### config.mk
export PLATFORM = sky130hd
export DESIGN_NAME = bfs_top
export DESIGN_NICKNAME = d
export VERILOG_FILES = /design/src/rtl/bfs_pkg.sv /design/src/rtl/bfs_half_guard.sv /design/src/rtl/bfs_top.sv
export SDC_FILE = /design/constraint.sdc
export NUM_CORES = 1
export LEC_CHECK = 0
export ABC_AREA = 1
export BUFFER_PORTS_ARGS = -buffer_cell sky130_fd_sc_hd__buf_2
export CORE_UTILIZATION = 35
export DETAILED_ROUTE_END_ITERATION = 16
export PLACE_DENSITY = 0.64
export SYNTH_ARGS = -nofsm -noshare
export SYNTH_HDL_FRONTEND = slang
export SYNTH_SLANG_ARGS = --single-unit
### constraint.sdc
create_clock -name mclk_i -period 1.75 [get_ports mclk_i]
set_clock_uncertainty 0.15 [all_clocks]
set_input_delay 0.175 -clock mclk_i [delete_from_list [all_inputs] [get_ports mclk_i]]
set_output_delay 0.175 -clock mclk_i [all_outputs]
set_load 0.03 [all_outputs]
### src/rtl/bfs_pkg.sv
// Purpose: Shared constants and types for the bridge fault supervisor
// Assumes: 25 MHz system clock, AXI4-Lite with 32-bit data
// Notes: Offsets are byte addresses
package bfs_pkg;
    // Timing
    localparam int unsigned CLK_MHZ = 25;
    localparam int unsigned OLP_TIME_NS = 1300000;
    localparam int unsigned OLP_CYCLES = OLP_TIME_NS * CLK_MHZ / 1000;
    localparam int unsigned SHORT_TIME_NS = 250;
    localparam int unsigned SHORT_CYCLES = SHORT_TIME_NS * CLK_MHZ / 1000;
    // Synchronised input vector positions
    localparam int IN_PWM_A = 0;
    localparam int IN_PWM_B = 1;
    localparam int IN_BRST = 2;
    localparam int IN_OCH_A = 3;
    localparam int IN_OCL_A = 4;
    localparam int IN_OCH_B = 5;
    localparam int IN_OCL_B = 6;
    localparam int IN_WARN = 7;
    localparam int IN_COOL = 8;
    localparam int IN_ERR = 9;
    localparam int IN_UVG_A = 10;
    localparam int IN_UVG_B = 11;
    localparam int IN_UVL = 12;
    localparam int IN_SDP = 13;
    localparam int IN_HWP = 14;
    localparam int IN_W = 15;
    // Undervoltage assumed and bridge held until inputs say otherwise
    localparam logic [IN_W-1:0] IN_RST_VAL = 15'h7d00;
    // Register byte offsets
    localparam logic [7:0] OFS_CTRL = 8'h00;
    localparam logic [7:0] OFS_STATE = 8'h04;
    localparam logic [7:0] OFS_IRQ_STAT = 8'h08;
    localparam logic [7:0] OFS_IRQ_CLR = 8'h0c;
    localparam logic [7:0] OFS_IRQ_EN = 8'h10;
    // Field positions
    localparam int CTRL_HOLD = 0;
    localparam int EV_SHUT = 0;
    localparam int EV_WARN = 1;
    localparam int EV_OVL_A = 2;
    localparam int EV_OVL_B = 3;
    localparam int EV_W = 4;
    localparam logic [31:0] CTRL_RST = 32'h0000_0000;
    localparam logic [EV_W-1:0] IRQ_EN_RST = 4'h0;
    // Responses
    localparam logic [1:0] RESP_OKAY = 2'h0;
    localparam logic [1:0] RESP_SLVERR = 2'h2;

    typedef enum logic [2:0] {
        G_RUN = 3'b001,
        G_LIMIT = 3'b010,
        G_TRIP = 3'b100
    } bfs_guard_type;

    typedef struct packed {
        logic hs;
        logic ls;
    } bfs_drive_type;

    typedef struct packed {
        logic hs;
        logic ls;
    } bfs_oc_type;
endpackage

### src/rtl/bfs_half_guard.sv
// Purpose: Current limit and overload latch for one half-bridge
// Assumes: Inputs already synchronised to mclk_i
// Notes: One instance per half-bridge, no shared state
`timescale 1ns/1ns
module bfs_half_guard #(
    parameter int unsigned OLP_CYCLES = bfs_pkg::OLP_CYCLES
) (
    // Clock and reset
    input wire logic mclk_i,
    input wire logic arst_n_i,
    // Control
    input wire logic pwm_i,
    input wire bfs_pkg::bfs_oc_type oc_i,
    input wire logic run_ok_i,
    input wire logic clear_i,
    // Status and drive
    output bfs_pkg::bfs_drive_type drive_o,
    output logic limiting_o,
    output logic tripped_o
);
    bfs_pkg::bfs_guard_type state_r, state_nxt;
    logic [31:0] cnt_r;
    logic oc_any;

    assign oc_any = oc_i.hs | oc_i.ls;
    assign limiting_o = (state_r == bfs_pkg::G_LIMIT);
    assign tripped_o = (state_r == bfs_pkg::G_TRIP);

    always_comb begin
        case (state_r)
            bfs_pkg::G_RUN: state_nxt = oc_any ? bfs_pkg::G_LIMIT : bfs_pkg::G_RUN;
            bfs_pkg::G_LIMIT: begin
                if (!oc_any) begin
                    state_nxt = bfs_pkg::G_RUN;
                end else if (cnt_r >= OLP_CYCLES - 1) begin
                    state_nxt = bfs_pkg::G_TRIP;
                end else begin
                    state_nxt = bfs_pkg::G_LIMIT;
                end
            end
            bfs_pkg::G_TRIP: begin
                if (clear_i) begin
                    state_nxt = oc_any ? bfs_pkg::G_LIMIT : bfs_pkg::G_RUN;
                end else begin
                    state_nxt = bfs_pkg::G_TRIP;
                end
            end
            default: state_nxt = bfs_pkg::G_RUN;
        endcase
    end

    always_ff @(posedge mclk_i or negedge arst_n_i) begin
        if (!arst_n_i) begin
            state_r <= bfs_pkg::G_RUN;
        end else begin
            state_r <= state_nxt;
        end
    end

    always_ff @(posedge mclk_i or negedge arst_n_i) begin
        if (!arst_n_i) begin
            cnt_r <= 32'h0000_0000;
        end else if (state_r == bfs_pkg::G_LIMIT && oc_any) begin
            cnt_r <= cnt_r + 32'h0000_0001;
        end else begin
            cnt_r <= 32'h0000_0000;
        end
    end

    // Bridge off while limiting, tripped or run_ok_i low, otherwise follows pwm
    always_ff @(posedge mclk_i or negedge arst_n_i) begin
        if (!arst_n_i) begin
            drive_o <= '0;
        end else if (run_ok_i && state_nxt == bfs_pkg::G_RUN) begin
            drive_o <= '{hs: pwm_i, ls: !pwm_i};
        end else begin
            drive_o <= '0;
        end
    end
endmodule

### src/rtl/bfs_top.sv
// Purpose: Fault supervision and shutdown for a two half-bridge stage
// Assumes: Detector flags arrive as asynchronous digital levels
// Notes: Registers over AXI4-Lite, one level interrupt
//
// Overview of operation
// Two active-low open-drain fault flags
// Any shutdown fault pulls shutdown flag low
// Warning flag low above warning temperature
// Flag pair encodes normal, warning, shutdown states
// Bridge reset low forces all transistors off
// Bridge reset rising edge clears latched faults
// Separate high and low side overcurrent flags
// Overcurrent first limits current, no shutdown
// Persistent overload latches half-bridge off
// Limit and overload logic separate per bridge
// Error temperature latches shutdown until reset
// Power-on clear; run only with good supplies
// Any undervoltage immediately turns bridges off
// Undervoltage shutdown recovers without reset
// Controller should cut load on warning
// Each bridge follows its own pwm input
// Warning clears only after hysteresis drop
// Short turns affected bridge off within 250 ns
// Detector flags synchronised to system clock
//
// Design decisions made here: the register addresses and the AXI4-Lite interface to the registers.
`timescale 1ns/1ns
module bfs_top #(
    parameter int unsigned OLP_CYCLES = bfs_pkg::OLP_CYCLES
) (
    // Clock and reset
    input wire logic mclk_i,
    input wire logic arst_n_i,
    // Bridge inputs
    input wire logic pwm_a_i,
    input wire logic pwm_b_i,
    input wire logic bridge_reset_n_i,
    // Detector flags
    input wire bfs_pkg::bfs_oc_type excess_current_a_i,
    input wire bfs_pkg::bfs_oc_type excess_current_b_i,
    input wire logic temp_warn_i,
    input wire logic temp_cool_i,
    input wire logic heat_error_i,
    input wire logic gate_drive_supply_uv_a_i,
    input wire logic gate_drive_supply_uv_b_i,
    input wire logic logic_supply_uv_i,
    // Power stage
    output bfs_pkg::bfs_drive_type bridge_a_o,
    output bfs_pkg::bfs_drive_type bridge_b_o,
    // Open-drain flags
    input wire logic shutdown_flag_n_i,
    output logic shutdown_flag_n_o,
    output logic shutdown_flag_n_oe_n_o,
    input wire logic heat_warning_n_i,
    output logic heat_warning_n_o,
    output logic heat_warning_n_oe_n_o,
    // AXI4-Lite
    input wire logic [7:0] s_axi_awaddr,
    input wire logic s_axi_awvalid,
    output logic s_axi_awready,
    input wire logic [31:0] s_axi_wdata,
    input wire logic [3:0] s_axi_wstrb,
    input wire logic s_axi_wvalid,
    output logic s_axi_wready,
    output logic [1:0] s_axi_bresp,
    output logic s_axi_bvalid,
    input wire logic s_axi_bready,
    input wire logic [7:0] s_axi_araddr,
    input wire logic s_axi_arvalid,
    output logic s_axi_arready,
    output logic [31:0] s_axi_rdata,
    output logic [1:0] s_axi_rresp,
    output logic s_axi_rvalid,
    input wire logic s_axi_rready,
    // Interrupt
    output logic irq_o
);
    localparam logic [bfs_pkg::IN_W-1:0] RV = bfs_pkg::IN_RST_VAL;

    logic [bfs_pkg::IN_W-1:0] raw, s0_r, s1_r, s2_r, held_r, cln;
    logic brst_q_r, brst_rise, uv_any, err_r, warn_r, run_ok, shut, shut_q_r, warn_q_r;
    logic trip_a, trip_b, lim_a, lim_b, trip_a_q_r, trip_b_q_r;
    logic [31:0] ctrl_r;
    logic [bfs_pkg::EV_W-1:0] irq_stat_r, irq_en_r, ev, clr;
    logic aw_hold_r, w_hold_r, do_wr;
    logic [7:0] awaddr_r;
    logic [31:0] wdata_r;
    logic [3:0] wstrb_r;

    // Mapped register check
    function automatic logic reg_hit(input logic [7:0] a, input logic wr);
        case (a)
            bfs_pkg::OFS_CTRL, bfs_pkg::OFS_IRQ_EN: reg_hit = 1'b1;
            bfs_pkg::OFS_STATE, bfs_pkg::OFS_IRQ_STAT: reg_hit = !wr;
            bfs_pkg::OFS_IRQ_CLR: reg_hit = wr;
            default: reg_hit = 1'b0;
        endcase
    endfunction

    assign raw = {heat_warning_n_i, shutdown_flag_n_i, logic_supply_uv_i,
        gate_drive_supply_uv_b_i, gate_drive_supply_uv_a_i, heat_error_i, temp_cool_i,
        temp_warn_i, excess_current_b_i.ls, excess_current_b_i.hs, excess_current_a_i.ls,
        excess_current_a_i.hs, bridge_reset_n_i, pwm_b_i, pwm_a_i};

    // Three-stage synchronisers, change taken when stages two and three agree
    genvar gi;
    generate
        for (gi = 0; gi < bfs_pkg::IN_W; gi++) begin : g_sync
            always_ff @(posedge mclk_i or negedge arst_n_i) begin
                if (!arst_n_i) begin
                    s0_r[gi] <= RV[gi];
                    s1_r[gi] <= RV[gi];
                    s2_r[gi] <= RV[gi];
                    held_r[gi] <= RV[gi];
                end else begin
                    s0_r[gi] <= raw[gi];
                    s1_r[gi] <= s0_r[gi];
                    s2_r[gi] <= s1_r[gi];
                    held_r[gi] <= cln[gi];
                end
            end
            assign cln[gi] = (s1_r[gi] == s2_r[gi]) ? s2_r[gi] : held_r[gi];
        end
    endgenerate

    // Bridge reset edge
    always_ff @(posedge mclk_i or negedge arst_n_i) begin
        if (!arst_n_i) begin
            brst_q_r <= 1'b0;
        end else begin
            brst_q_r <= cln[bfs_pkg::IN_BRST];
        end
    end
    assign brst_rise = cln[bfs_pkg::IN_BRST] && !brst_q_r;

    // Thermal error latch, a new error wins over the clearing edge
    always_ff @(posedge mclk_i or negedge arst_n_i) begin
        if (!arst_n_i) begin
            err_r <= 1'b0;
        end else if (cln[bfs_pkg::IN_ERR]) begin
            err_r <= 1'b1;
        end else if (brst_rise) begin
            err_r <= 1'b0;
        end
    end

    // Warning with hysteresis
    always_ff @(posedge mclk_i or negedge arst_n_i) begin
        if (!arst_n_i) begin
            warn_r <= 1'b0;
        end else if (cln[bfs_pkg::IN_WARN]) begin
            warn_r <= 1'b1;
        end else if (cln[bfs_pkg::IN_COOL]) begin
            warn_r <= 1'b0;
        end
    end

    assign uv_any = cln[bfs_pkg::IN_UVG_A] | cln[bfs_pkg::IN_UVG_B]
                  | cln[bfs_pkg::IN_UVL];
    assign run_ok = cln[bfs_pkg::IN_BRST] && !err_r && !uv_any
                  && !ctrl_r[bfs_pkg::CTRL_HOLD];
    assign shut = err_r | trip_a | trip_b | uv_any;

    bfs_half_guard #(.OLP_CYCLES(OLP_CYCLES)) u_guard_a (
        .mclk_i(mclk_i),
        .arst_n_i(arst_n_i),
        .pwm_i(cln[bfs_pkg::IN_PWM_A]),
        .oc_i('{hs: cln[bfs_pkg::IN_OCH_A], ls: cln[bfs_pkg::IN_OCL_A]}),
        .run_ok_i(run_ok),
        .clear_i(brst_rise),
        .drive_o(bridge_a_o),
        .limiting_o(lim_a),
        .tripped_o(trip_a)
    );

    bfs_half_guard #(.OLP_CYCLES(OLP_CYCLES)) u_guard_b (
        .mclk_i(mclk_i),
        .arst_n_i(arst_n_i),
        .pwm_i(cln[bfs_pkg::IN_PWM_B]),
        .oc_i('{hs: cln[bfs_pkg::IN_OCH_B], ls: cln[bfs_pkg::IN_OCL_B]}),
        .run_ok_i(run_ok),
        .clear_i(brst_rise),
        .drive_o(bridge_b_o),
        .limiting_o(lim_b),
        .tripped_o(trip_b)
    );

    // Open-drain flags only ever pull low
    assign shutdown_flag_n_o = 1'b0;
    assign heat_warning_n_o = 1'b0;
    always_ff @(posedge mclk_i or negedge arst_n_i) begin
        if (!arst_n_i) begin
            shutdown_flag_n_oe_n_o <= 1'b1;
            heat_warning_n_oe_n_o <= 1'b1;
        end else begin
            shutdown_flag_n_oe_n_o <= !shut;
            heat_warning_n_oe_n_o <= !warn_r;
        end
    end

    // Event edges
    always_ff @(posedge mclk_i or negedge arst_n_i) begin
        if (!arst_n_i) begin
            shut_q_r <= 1'b1;
            warn_q_r <= 1'b0;
            trip_a_q_r <= 1'b0;
            trip_b_q_r <= 1'b0;
        end else begin
            shut_q_r <= shut;
            warn_q_r <= warn_r;
            trip_a_q_r <= trip_a;
            trip_b_q_r <= trip_b;
        end
    end
    assign ev = {trip_b && !trip_b_q_r, trip_a && !trip_a_q_r,
                 warn_r && !warn_q_r, shut && !shut_q_r};

    // AXI write channel capture
    assign s_axi_awready = !aw_hold_r && !s_axi_bvalid;
    assign s_axi_wready = !w_hold_r && !s_axi_bvalid;
    assign do_wr = aw_hold_r && w_hold_r && !s_axi_bvalid;

    always_ff @(posedge mclk_i or negedge arst_n_i) begin
        if (!arst_n_i) begin
            aw_hold_r <= 1'b0;
            awaddr_r <= 8'h00;
        end else if (s_axi_awvalid && s_axi_awready) begin
            aw_hold_r <= 1'b1;
            awaddr_r <= s_axi_awaddr;
        end else if (do_wr) begin
            aw_hold_r <= 1'b0;
        end
    end

    always_ff @(posedge mclk_i or negedge arst_n_i) begin
        if (!arst_n_i) begin
            w_hold_r <= 1'b0;
            wdata_r <= 32'h0000_0000;
            wstrb_r <= 4'h0;
        end else if (s_axi_wvalid && s_axi_wready) begin
            w_hold_r <= 1'b1;
            wdata_r <= s_axi_wdata;
            wstrb_r <= s_axi_wstrb;
        end else if (do_wr) begin
            w_hold_r <= 1'b0;
        end
    end

    always_ff @(posedge mclk_i or negedge arst_n_i) begin
        if (!arst_n_i) begin
            s_axi_bvalid <= 1'b0;
            s_axi_bresp <= bfs_pkg::RESP_OKAY;
        end else if (do_wr) begin
            s_axi_bvalid <= 1'b1;
            s_axi_bresp <= reg_hit(awaddr_r, 1'b1) ? bfs_pkg::RESP_OKAY
                                                   : bfs_pkg::RESP_SLVERR;
        end else if (s_axi_bready) begin
            s_axi_bvalid <= 1'b0;
        end
    end

    // Writable registers
    always_ff @(posedge mclk_i or negedge arst_n_i) begin
        if (!arst_n_i) begin
            ctrl_r <= bfs_pkg::CTRL_RST;
            irq_en_r <= bfs_pkg::IRQ_EN_RST;
        end else if (do_wr && wstrb_r[0]) begin
            if (awaddr_r == bfs_pkg::OFS_CTRL) begin
                ctrl_r <= {31'h0000_0000, wdata_r[bfs_pkg::CTRL_HOLD]};
            end
            if (awaddr_r == bfs_pkg::OFS_IRQ_EN) begin
                irq_en_r <= wdata_r[bfs_pkg::EV_W-1:0];
            end
        end
    end

    // Sticky status, set wins over clear
    assign clr = (do_wr && wstrb_r[0] && awaddr_r == bfs_pkg::OFS_IRQ_CLR)
               ? wdata_r[bfs_pkg::EV_W-1:0] : '0;
    always_ff @(posedge mclk_i or negedge arst_n_i) begin
        if (!arst_n_i) begin
            irq_stat_r <= '0;
            irq_o <= 1'b0;
        end else begin
            irq_stat_r <= (irq_stat_r & ~clr) | ev;
            irq_o <= |(irq_stat_r & irq_en_r);
        end
    end

    // AXI read channel
    assign s_axi_arready = !s_axi_rvalid;
    always_ff @(posedge mclk_i or negedge arst_n_i) begin
        if (!arst_n_i) begin
            s_axi_rvalid <= 1'b0;
            s_axi_rdata <= 32'h0000_0000;
            s_axi_rresp <= bfs_pkg::RESP_OKAY;
        end else if (s_axi_arvalid && s_axi_arready) begin
            s_axi_rvalid <= 1'b1;
            s_axi_rresp <= reg_hit(s_axi_araddr, 1'b0) ? bfs_pkg::RESP_OKAY
                                                       : bfs_pkg::RESP_SLVERR;
            case (s_axi_araddr)
                bfs_pkg::OFS_CTRL: s_axi_rdata <= ctrl_r;
                bfs_pkg::OFS_STATE: s_axi_rdata <= {23'h00_0000, cln[bfs_pkg::IN_BRST],
                    lim_b, lim_a, uv_any, trip_b, trip_a, err_r,
                    cln[bfs_pkg::IN_HWP], cln[bfs_pkg::IN_SDP]};
                bfs_pkg::OFS_IRQ_STAT: s_axi_rdata <= {28'h000_0000, irq_stat_r};
                bfs_pkg::OFS_IRQ_EN: s_axi_rdata <= {28'h000_0000, irq_en_r};
                default: s_axi_rdata <= 32'h0000_0000;
            endcase
        end else if (s_axi_rready) begin
            s_axi_rvalid <= 1'b0;
        end
    end
endmodule

# --- Yosys cells after proc, flatten, opt, wreduce, memory -nomap -nowiden ---
# Index checks and enable logic that the tools add are counted.
totals:
  regBits: 205
  latch_bits: 0
  ram_bits: 0
  mem_bits_ro: 0
  out_inout_bits: 50
  elab_cells: 231
  memories: 0
op_classes:
  add_sub_neg: 2
  multipliers: 0
  div: 0
  magnitude_cmp: 2
  eq_ne: 28
  shifts: 0
  mux: 48
  n_bitwise: 11
  n_reduce_logical: 50
op_table:
  columns: ["cell", "count"]
  rows:
  - ["32-bit by 1-bit adder with 32-bit output (second input constant)", 2]
  - ["32-bit by 15-bit >= comparator with 1-bit output (second input constant)", 2]
  - ["32-bit 2-to-1 mux", 2]
  - ["9-bit one-hot mux with 4 select lines", 1]
  - ["1-bit 2-to-1 mux", 30]
  - ["1-bit logical AND", 21]
  - ["3-bit 2-to-1 mux", 6]
  - ["3-bit one-hot mux with 3 select lines", 2]
  - ["8-bit by 4-bit equality test with 1-bit output (second input constant)", 2]
  - ["8-bit by 5-bit equality test with 1-bit output (second input constant)", 2]
  - ["1-bit zero test", 16]
  - ["8-bit zero test", 2]
  - ["1-bit equality test", 15]
  - ["3-bit by 1-bit equality test with 1-bit output (second input constant)", 4]
  - ["2-bit 2-to-1 mux", 6]
  - ["2-bit nonzero test", 6]
  - ["4-bit bitwise AND", 2]
  - ["8-bit by 3-bit equality test with 1-bit output (second input constant)", 1]
  - ["4-bit OR reduction", 2]
  - ["1-bit bitwise OR", 7]
  - ["3-bit by 2-bit equality test with 1-bit output (second input constant)", 2]
  - ["3-bit equality test (second input constant)", 2]
  - ["4-bit 2-to-1 mux", 1]
  - ["4-bit NOT", 1]
  - ["other kinds (3)", 4]

# --- Depth between registers and ports, before layout ---
# Gate-level depths: netlist of run 1.
depth:
  ltp_word: 9
  ltp_mapped: 9
  depth_no_buf: 9

# --- By module ---
# A second synthesis of run 1 with hierarchy kept.
unflattened:
  cells_unflattened: 1021
  area_unflattened_um2: 8593.2
modules_own_cells:
  columns: ["mod", "n_inst", "cells_each", "area_per_inst_um2"]
  rows:
  - ["bfs_half_guard", 2, 343, 2316.0]
  - ["bfs_top", 1, 335, 3961.3]

# --- Worst setup path after synthesis of run 1 ---
# OpenSTA, ideal clock, no wires.
synth_timing:
  path_type: "reg-to-reg"
  startpoint: "register s_axi_bvalid"
  endpoint: "register awaddr_r[5]"
  setup_ns: 0.125
  arrival_time_ns: 1.670
  t_required_ns: 1.475
  path_slack_ns: -0.195
  stages_incl_launch_ff: 5
  path_cell_list: "dfrtp_1 nor2_1 nand2_1 buf_2 mux2_2"
synth_between:
  elab_chain_cells: 3
synth_lines:
  columns: ["item", "line_no", "text"]
  rows:
  - ["from (decl)", "bfs_top.sv:66", "output logic s_axi_bvalid,"]
  - ["from (signal assigned)", "bfs_top.sv:251", "s_axi_bvalid <= 1'b0;"]
  - ["from (signal assigned)", "bfs_top.sv:254", "s_axi_bvalid <= 1'b1;"]
  - ["from (signal assigned)", "bfs_top.sv:258", "s_axi_bvalid <= 1'b0;"]
  - ["1-bit zero test", "bfs_top.sv:219", "assign s_axi_awready = !aw_hold_r && !s_axi_bvalid;"]
  - ["1-bit logical AND", "bfs_top.sv:219", null]
  - ["net s_axi_awready", "bfs_top.sv:60", "output logic s_axi_awready,"]
  - ["1-bit logical AND", "bfs_top.sv:227", "end else if (s_axi_awvalid && s_axi_awready) begin"]
  - ["to (signal assigned)", "bfs_top.sv:229", "awaddr_r <= s_axi_awaddr;"]
  - ["to (decl)", "bfs_top.sv:86", "logic [7:0] awaddr_r;"]
# The timed path passes the listed nets, and every way through them passes these cells.
# A chain may end at the register's enable or synchronous reset.

# --- Worst setup path in the final report of run 1 ---
layout_timing:
  startpoint: "input s_axi_araddr[7]"
  endpoint: "register s_axi_rresp[1]"
layout_between:
  elab_chain_cells: 5
  elab_cells_between_ends: 8
layout_lines:
  columns: ["item", "line_no", "text"]
  rows:
  - ["from (decl)", "bfs_top.sv:68", "input wire logic [7:0] s_axi_araddr,"]
  - ["8-bit by 5-bit equality test with 1-bit output, or another cell as far along", "bfs_top.sv:92", "case (a)"]
  - ["4-bit OR reduction (no source line) (*)", null, null]
  - ["1-bit 2-to-1 mux (*)", "bfs_top.sv:92", null]
  - ["1-bit 2-to-1 mux (*)", "bfs_top.sv:297", "end else if (s_axi_arvalid && s_axi_arready) begin"]
  - ["2-bit 2-to-1 mux (*)", "bfs_top.sv:299", "s_axi_rresp <= reg_hit(s_axi_araddr, 1'b0) ? bfs_pkg::RESP_OKAY"]
  - ["to (signal assigned)", "bfs_top.sv:296", "s_axi_rresp <= bfs_pkg::RESP_OKAY;"]
  - ["to (signal assigned)", "bfs_top.sv:299", null]
  - ["to (decl)", "bfs_top.sv:72", "output logic [1:0] s_axi_rresp,"]
# Mark *: on every way between the ends. The rest lies on a longest branch, timed or not. The select of a mux whose other input is x is not followed.

==> Implementation_results.wiki, run 1 <==
{| class="wikitable"
! Metric !! Value
|-
| Most common library cells after synthesis || nand2_1 (323), nor2_1 (213), dfrtp_1 (151)
|-
| Top FF cell, synth || dfrtp_1
|-
| Lkg Pwr || 4.58 nW
|-
| Area fraction in and, or, nand and nor cells after synthesis || 32.0%
|-
| Quantity of I/O buffers inserted on ports || 65
|-
| Ports || 124
|-
| Remaining number of nets flagged by the antenna check after routing || 0
|-
| Multiplexer share of the synthesized area || 1.07%
|-
| Distinct cell type count of the synthesized netlist || 34
|-
| Starting Density || 35.8%
|-
| Proportion of netlist area held by the largest area contributor || 44.8%
|-
| Placement Rows || 56
|-
| Global-route wire length before repair || 30.7 mm
|-
| Routed vias || 6766
|-
| Clock tree from TritonCTS || built
|-
| Final Setup Violations || 0
|-
| Switching Fraction || 29.2%
|-
| Cells taking the most area after synthesis || dfrtp_1 (45%), nand2_1 (14%), nor2_1 (9.5%)
|-
| Dominant cell by count in the synthesized netlist || nand2_1
|-
| Maxcap violations || 0
|-
| Vias in the first global route || 6571
|-
| Post-layout power || 9.85 mW
|-
| Reg2Reg Setup Slack || 0.15 ns
|-
| Synth Register Bits || 180
|-
| Root buf cell || clkbuf_16
|-
| WP buf/inv || 3
|-
| Cell area power density || 976 nW/µm²
|-
| Post-detailed-placement half-perimeter wirelength || 13.3 mm
|-
| Final period util || 92.4%
|-
| Number of buffers added for setup after CTS || 0
|-
| Combinational Power Share || 15.0%
|-
| Routability congestion estimate || 0.894
|-
| Cell type with the largest total area after synthesis || dfrtp_1
|-
| Maximum number of pins on one net before global-route repair || 46
|-
| Series of cell instances along the critical path || dlygate4sd3_1 -> buf_2 -> nor2_1 -> dlygate4sd3_1 -> nand3_1 -> nand3_1 -> nand2_1
|-
| Stage delay of the slowest cell on the critical path || 0.59 ns
|-
| Worst endpoint required time || 1.93 ns
|-
| Total global routing overflow || 0
|-
| Fraction of the mapped netlist area in compound gates || 3.12%
|-
| Dominant delay contributor by cell family on the critical path || buffers and inverters
|-
| Count of unresolved DRC violations after routing || 0
|-
| Clock latency of the later-clocked register in the worst-skew pair || 0.43 ns
|-
| Ratio of cells with drive above 1 in the final layout || 15.3%
|-
| Adder-cell area share of the yosys netlist || 0.416%
|-
| Number of antenna violations at the first check in global routing || 0
|-
| Area growth, synth to finish || 19.8%
|-
| Synthesized area divided by synthesized cell count || 7.92 µm²
|-
| Synth Instances || 1064
|-
| Portion of the post-synthesis area used by sequential elements || 53.9%
|-
| Area of the core || 23500 µm²
|-
| Worst endpoint data arrival time || 1.80 ns
|-
| Inserted Clock Buffers || 17
|-
| Final hold violations || 0
|-
| Peak VDD IR || 799 µV
|-
| Largest family of logic cells by synthesized area || simple AND/OR/NAND/NOR gates
|-
| Critical Path Fanout Max || 3
|-
| Max-slew violation count || 0
|-
| Async set-reset flop share out of synthesis || 100%
|-
| Total GRT Usage || 15.7%
|-
| Xor-xnor portion of the synthesized cell area || 1.56%
|-
| Critical Setup Path Class || in -> reg
|-
| Endpoint type of the worst setup path || flip-flop
|-
| Die Outline Area || 24700 µm²
|-
| Highest-delay cell along the critical path || dlygate4sd3_1
|-
| Detailed-route vias per instance || 4.44
|-
| Power Internal || 6.97 mW
|-
| Fraction of power consumed by the clock network || 36.2%
|-
| Final TNS setup || 0 ns
|-
| Final critical-path required period || 1.62 ns
|-
| Per-cell routed wire length || 11.7 µm
|-
| Maximum clock frequency || 619 MHz
|-
| CTS H-Tree Depth || 4
|-
| Result of the run || complete, no violations
|-
| Count of warnings emitted by yosys || 0
|-
| Unrepaired setup endpoints after global routing || false
|-
| Clock edge transition at the registers on the reported setup and hold paths || 0.07 ns
|-
| Critical path launch point type || input port
|-
| Layout Nets || 1268
|-
| Die span in y || 157 µm
|-
| Chip Width || 157 µm
|-
| CTS sink count || 180
|-
| Reported net switching power || 2.88 mW
|-
| Worst-case clock buffer depth || 2
|-
| Post-synthesis instance area || 8430 µm²
|-
| Routed wire length || 17.8 mm
|-
| Reg power frac || 48.8%
|-
| Detailed router's first-iteration violation count || 377
|-
| TritonRoute pass-1 iters || 5
|-
| Number of synthesized flops with an enable pin || 0
|-
| Number of diodes added for antenna fixing || 0
|-
| Worst hold-check path type || in -> reg
|}
## power groups by stage
stage | Sequential [mW] | Combinational (mW) | Clock [mW]
global placement | 4.88 | 1.40 | 0
CTS | 4.81 | 1.49 | 3.67
finish | 4.81 | 1.48 | 3.57
global route | 4.87 | 1.68 | 3.83
detailed placement | 4.89 | 1.43 | 0
floorplan | 4.92 | 0.948 | 0
## path summary, 6_finish.rpt
path,end,startpoint,cells past startpoint
setup / recovery,s_axi_rresp[1]$_DFFE_PN0P_,s_axi_araddr[7],7
max in group asynchronous,s2_r[14]$_DFF_PN1_,arst_n_i,3
setup reg to reg,u_guard_b.cnt_r[14]$_DFF_PN0_,u_guard_b.cnt_r[9]$_DFF_PN0_,6
min in group asynchronous,awaddr_r[5]$_DFFE_PN0P_,arst_n_i,2
hold reg to reg,s1_r[3]$_DFF_PN0_,s0_r[3]$_DFF_PN0_,0
hold / removal,w_hold_r$_DFFE_PN0P_,s_axi_wvalid,3
## cells by family after synthesis
group / after synthesis
buffers and inverters: 147
and+or+nand+nor: 659
adders and majority gates: 3
AOI/OAI and AO/OA: 51
DFF: 180
other: 1
muxes: 8
xor gates and xnor gates: 15
## layout make-up
type | count | area (µm²)
inverter | 113 | 424
sequential | 180 | 4540
timing repair buffer | 117 | 850
fill | 2325 | 13400
clock buffer | 19 | 433
clock inverter | 13 | 115
multi-input combinational | 763 | 3340
tap | 319 | 399
## through the flow
stage | hold WS [ns] | area, µm² | setup WS (ns) | utilization [%] | instances
finish | 0.0266 | 10100 | 0.134 | 42.9 | 1524
global route | 0.0351 | 10100 | 0.00366 | 42.9 | 1524
CTS | 0.000738 | 10100 | 0.0821 | 42.8 | 1524
detailed placement | -0.0440 | 9180 | 0.107 | 39.0 | 1457
global placement | -0.0500 | 9180 | 0.162 | 39.0 | 1457
floorplan | -0.271 | 8530 | -0.0151 | - | 1090
## worst min-delay path, delay by kind of cell
family                 cells  cell delay [ns]
AO/OA/AOI/OAI              1             0.14
buffers and inverters      1             0.08
AND/OR/NAND/NOR            1             0.18
## sequential cells by signal, indices dropped and copies added, names as in the netlist, 2 cells and up
signal             flops
u_guard_a.cnt_r       32
u_guard_b.cnt_r       32
s0_r                  15
s1_r                  15
s2_r                  15
held_r                14
s_axi_rdata            9
awaddr_r               8
irq_en_r               4
irq_stat_r             4
wdata_r                4
u_guard_a.state_r      3
u_guard_b.state_r      3
u_guard_a.drive_o      2
u_guard_b.drive_o      2
## metal layers
layer	track usage [%]	share of wire (%)
met5	0	0
met4	6.33	1.9
met3	2.86	4.2
met2	24.8	44
met1	21.2	49
## placed cells by master (no fill, tap or decap), drive strengths merged
cell type / netlist / routed
buf: 33 / 81
xnor2: 5 / 5
o21ai: 27 / 27
clkbuf: 1 / 20
o21bai: 1 / 1
nor2: 233 / 233
dfstp: 29 / 29
clkinvlp: 0 / 2
xor2: 10 / 10
nand3: 73 / 73
nor3b: 1 / 1
o31ai: 1 / 1
mux2: 8 / 8
dlygate4sd3: 0 / 35
o22ai: 1 / 1
dfrtp: 151 / 151
nor3: 11 / 11
conb: 1 / 27
a31oi: 1 / 1
or2: 2 / 2
maj3: 1 / 1
clkinv: 0 / 5
nand4: 9 / 9
inv: 113 / 119
ha: 2 / 2
nand2: 328 / 328
nand3b: 2 / 2
a21oi: 20 / 20
## what timing repair did
| action | CTS | global route |
|---|---|---|
| setup endpoints to repair | 0 | 9 |
| endpoints found under the hold margin | 188 | 0 |
| gates resized for setup | 0 | 5 |
| hold buffers | 35 | 0 |
No activity file was read; power rests on OpenSTA's default activity.
==> inputs of run 2 (changes only) <==
--- a/config.mk
+++ b/config.mk
@@ -5,11 +5,11 @@
 export SDC_FILE = /design/constraint.sdc
 export NUM_CORES = 1
 export LEC_CHECK = 0
-export ABC_AREA = 1
 export BUFFER_PORTS_ARGS = -buffer_cell sky130_fd_sc_hd__buf_2
 export CORE_UTILIZATION = 35
+export CTS_CLUSTER_SIZE = 14
 export DETAILED_ROUTE_END_ITERATION = 16
-export PLACE_DENSITY = 0.64
+export PLACE_DENSITY = 0.65
 export SYNTH_ARGS = -nofsm -noshare
 export SYNTH_HDL_FRONTEND = slang
 export SYNTH_SLANG_ARGS = --single-unit
==> run 2 against run 1 <==
Compared with the run above: the run now ends with setup timing left; global-route usage rose by 0.053 points; die area shrank 9.3%; clock power up 9.5%.
==> Implementation_results.wiki, run 2 <==
{| class="wikitable"
! Metric !! Value
|-
| Uppermost metal layer occupied by signal nets || met4
|-
| Detailed router's first-iteration violation count || 222 (-41%)
|-
| Per-cell routed wire length || 14.8 µm (+27%)
|-
| Endpoint type of the worst setup path || flip-flop
|-
| Most frequent standard cell in the layout excluding fill and tap cells || dfrtp_1
|-
| Source of the worst register-to-register timing path || u_guard_a.cnt_r[10]$_DFF_PN0_
|-
| Unrepaired setup endpoints after global routing || true
|-
| Global-route wire length before repair || 27.6 mm (-10%)
|-
| Critical path launch point type || flip-flop
|-
| Clock latency of the later-clocked register in the worst-skew pair || 0.44 ns (about the same)
|-
| Worst-case clock buffer depth || 2 (unchanged)
|-
| Post-detailed-placement half-perimeter wirelength || 11.2 mm (-16%)
|-
| Clock tree from TritonCTS || built
|-
| Post-synthesis instance area || 7630 µm² (-9.4%)
|-
| WP buf/inv || 0 (-3)
|-
| Maximum number of pins on one net before global-route repair || 54 (+17%)
|-
| Depth of the worst register-to-register path || 4 (-2)
|-
| Maximum clock frequency || 512 MHz (-17%)
|-
| Reg2Reg Setup Slack || -0.20 ns (-0.35 ns)
|-
| Synth Register Bits || 180 (unchanged)
|-
| Lkg Pwr || 4.74 nW (+3.6%)
|-
| Final TNS setup || -2.63 ns (-2.63 ns)
|-
| CTS sink count || 180 (unchanged)
|-
| Routability congestion estimate || 0.800 (-10%)
|-
| Remaining number of nets flagged by the antenna check after routing || 0 (unchanged)
|-
| Layout Nets || 974 (-23%)
|-
| Count of unresolved DRC violations after routing || 0 (unchanged)
|-
| Final Setup Violations || 26 (+26)
|-
| Routed vias || 5868 (-13%)
|-
| Top FF cell, synth || dfrtp_1
|-
| Area growth, synth to finish || 42.6%
|-
| Portion of the post-synthesis area used by sequential elements || 59.5% (+5.6 points)
|-
| Chip Width || 150 µm (-4.8%)
|-
| Critical Setup Path Class || reg -> reg
|-
| Maxcap violations || 0 (unchanged)
|-
| Cells taking the most area after synthesis || dfrtp_1 (50%), dfstp_2 (10%), buf_4 (2.8%)
|-
| Distinct cell type count of the synthesized netlist || 53 (+56%)
|-
| Number of synthesized flops with an enable pin || 0 (unchanged)
|-
| Commonest non-fill, non-tap cells in the layout || dfrtp_1 (150), buf_4 (110), buf_2 (64)
|-
| Synthesized area divided by synthesized cell count || 11.4 µm² (+44%)
|-
| Worst endpoint required time || 1.96 ns (+0.03 ns)
|-
| Die span in y || 150 µm (-4.8%)
|-
| Series of cell instances along the critical path || nand4_1 -> or4_4 -> or4_1 -> a21oi_1
|-
| Area of the core || 21200 µm² (-9.9%)
|-
| Peak VDD IR || 490 µV (-39%)
|-
| Quantity of I/O buffers inserted on ports || 65 (unchanged)
|-
| Inserted Clock Buffers || 17 (unchanged)
|-
| Die Outline Area || 22400 µm² (-9.3%)
|-
| Cell area power density || 977 nW/µm² (about the same)
|-
| Fillers || 1811 (-22%)
|-
| Starting Density || 36.0% (+0.17 points)
|-
| Ratio of cells with drive above 1 in the final layout || 42.5% (+27 points)
|-
| Post-layout power || 10.6 mW (+7.9%)
|-
| Clock edge transition at the registers on the reported setup and hold paths || 0.07 ns (about the same)
|-
| Most common library cells after synthesis || dfrtp_1 (151), nand2_1 (55), nor2_1 (36)
|-
| Worst endpoint data arrival time || 2.16 ns (+0.36 ns)
|-
| Number of diodes added for antenna fixing || 0 (unchanged)
|-
| CTS H-Tree Depth || 4 (unchanged)
|-
| TritonRoute pass-1 iters || 4 (-1)
|-
| Max-slew violation count || 0 (unchanged)
|-
| Startpoint of the lowest-slack hold path || s_axi_araddr[6]
|-
| PnR worst setup slack || -0.203 ns (-0.337 ns)
|-
| Highest-delay cell along the critical path || or4_4
|-
| Dominant cell by count in the synthesized netlist || dfrtp_1
|-
| Final period util || 112% (+19 points)
|-
| Total GRT Usage || 15.8% (+0.053 points)
|-
| Final critical-path required period || 1.95 ns (+0.337 ns)
|-
| Async set-reset flop share out of synthesis || 100% (unchanged)
|-
| Critical Path Fanout Max || 6 (+3)
|-
| Worst flop-to-flop path endpoint || u_guard_a.cnt_r[25]$_DFF_PN0_
|-
| Result of the run || finished, violations left
|-
| Stage delay of the slowest cell on the critical path || 0.60 ns (about the same)
|-
| Proportion of netlist area held by the largest area contributor || 49.5% (+4.7 points)
|-
| Post-Layout Cell Count || 1186 (-22%)
|-
| Final hold violations || 0 (unchanged)
|-
| DP Area || 9150 µm² (-0.34%)
|-
| Terminating pin of the worst hold path || s_axi_rdata[7]$_DFFE_PN0P_
|-
| Largest registers in the final layout || u_guard_a.cnt_r: 32 flops, u_guard_b.cnt_r: 32 flops
|-
| Worst hold-check path type || in -> reg
|-
| Final instance area || 10900 µm² (+7.8%)
|-
| Count of warnings emitted by yosys || 0 (unchanged)
|-
| Worst hold path depth || 4 (+1)
|-
| Synth Instances || 668 (-37%)
|-
| Placement Rows || 53 (-5.4%)
|-
| Routed wire length || 17.6 mm (-1.3%)
|-
| Violated checks || setup timing
|-
| Total global routing overflow || 0 (unchanged)
|-
| Root buf cell || clkbuf_16
|-
| Dominant delay contributor by cell family on the critical path || simple AND/OR/NAND/NOR gates
|-
| Detailed-route wire length on metal 1 || 7.94 mm (-10%)
|-
| Share of the core filled with cells in the final layout || 51.3% (+8.4 points)
|-
| Ports || 124 (unchanged)
|-
| Number of antenna violations at the first check in global routing || 0 (unchanged)
|-
| Routed wire length on met3 || 718 µm (-3.6%)
|-
| Detailed-route vias per instance || 4.95 (+11%)
|-
| Cell type with the largest total area after synthesis || dfrtp_1
|-
| Metal2 WL || 8.64 mm (+9.2%)
|-
| Vias in the first global route || 5666 (-14%)
|-
| Instance count after placement with tap cells included || 1090 (-25%)
|}
## run 2: cell types whose count changed in the layout (fill, tap and decap cells not counted), sizes merged, moves of 12 or more
cell	before	now
inv	119	21
buf	81	198
and3	0	12
or4	0	20
o31ai	1	17
nor2	233	36
nand3	73	23
maj3	1	16
nand2	328	55
nor4	0	19
or3	0	13
## run 2: area by class of cell
type,instances,area [µm²],area share (%)
timing repair buffer,230,1800,16.5
clock inverter,9,88.8,0.816
inverter,20,75.1,0.690
clock buffer,23,532,4.89
sequential,180,4540,41.7
multi-input combinational,449,3500,32.2
tap,275,344,3.16
## run 2: worst max-delay path by stage
stage | startpoint | to | slack [ns] | cells after the start
after detailed placement | u_guard_a.cnt_r[17]$_DFF_PN0_ | u_guard_a.cnt_r[29]$_DFF_PN0_ | -0.20 | 4
after global placement | u_guard_a.cnt_r[10]$_DFF_PN0_ | u_guard_a.cnt_r[25]$_DFF_PN0_ | -0.16 | 4
after floorplan | u_guard_a.cnt_r[21]$_DFF_PN0_ | u_guard_a.cnt_r[25]$_DFF_PN0_ | -0.21 | 5
after global routing | u_guard_a.cnt_r[11]$_DFF_PN0_ | u_guard_a.cnt_r[25]$_DFF_PN0_ | -0.27 | 4
after CTS | u_guard_a.cnt_r[16]$_DFF_PN0_ | u_guard_a.cnt_r[29]$_DFF_PN0_ | -0.19 | 4
final | u_guard_a.cnt_r[10]$_DFF_PN0_ | u_guard_a.cnt_r[25]$_DFF_PN0_ | -0.20 | 4
## run 2: metrics by stage
stage | hold slack [ns] | setup slack [ns]
detailed placement | -0.0230 | -0.200
global route | 0.0433 | -0.272
floorplan | -0.271 | -0.208
global placement | -0.0313 | -0.159
finish | 0.0100 | -0.203
CTS | 0.00431 | -0.190
## run 2: tightest hold or removal path: cells and delay by family
kind,cells,cell delay [ns]
simple gates,2,0.21
buf+inv,1,0.07
compound gates,1,0.09
## run 2: repair_timing
action,CTS,global route
hold buffers,32,0
pin swaps,28,19
hold endpoints to repair,206,0
gates resized for setup,39,79
setup endpoints to repair,39,54
buffers inserted,14,17
gates cloned,3,0
## run 2: kinds of logic after synthesis
group	Yosys count	share of synthesized area, %
AOI/OAI and AO/OA	102	8.59
xor gates and xnor gates	25	2.87
adders and majority gates	18	2.43
buffers and inverters	68	4.82
DFF	180	59.5
muxes	29	4.10
other	1	0.0491
and+or+nand+nor	245	17.6
## run 2: routing by layer
metal	vias to the layer above	track usage, %
li1	2820	-
met3	26	3.75
met5	-	0
met1	2908	20.9
met4	0	6.41
met2	114	24.7
## run 2: power by group
part	switching, mW	total, mW	leakage, nW	internal (mW)
registers	0.281	4.88	2.26	4.60
clock network	1.61	3.91	0.297	2.30
logic	0.979	1.84	2.19	0.860
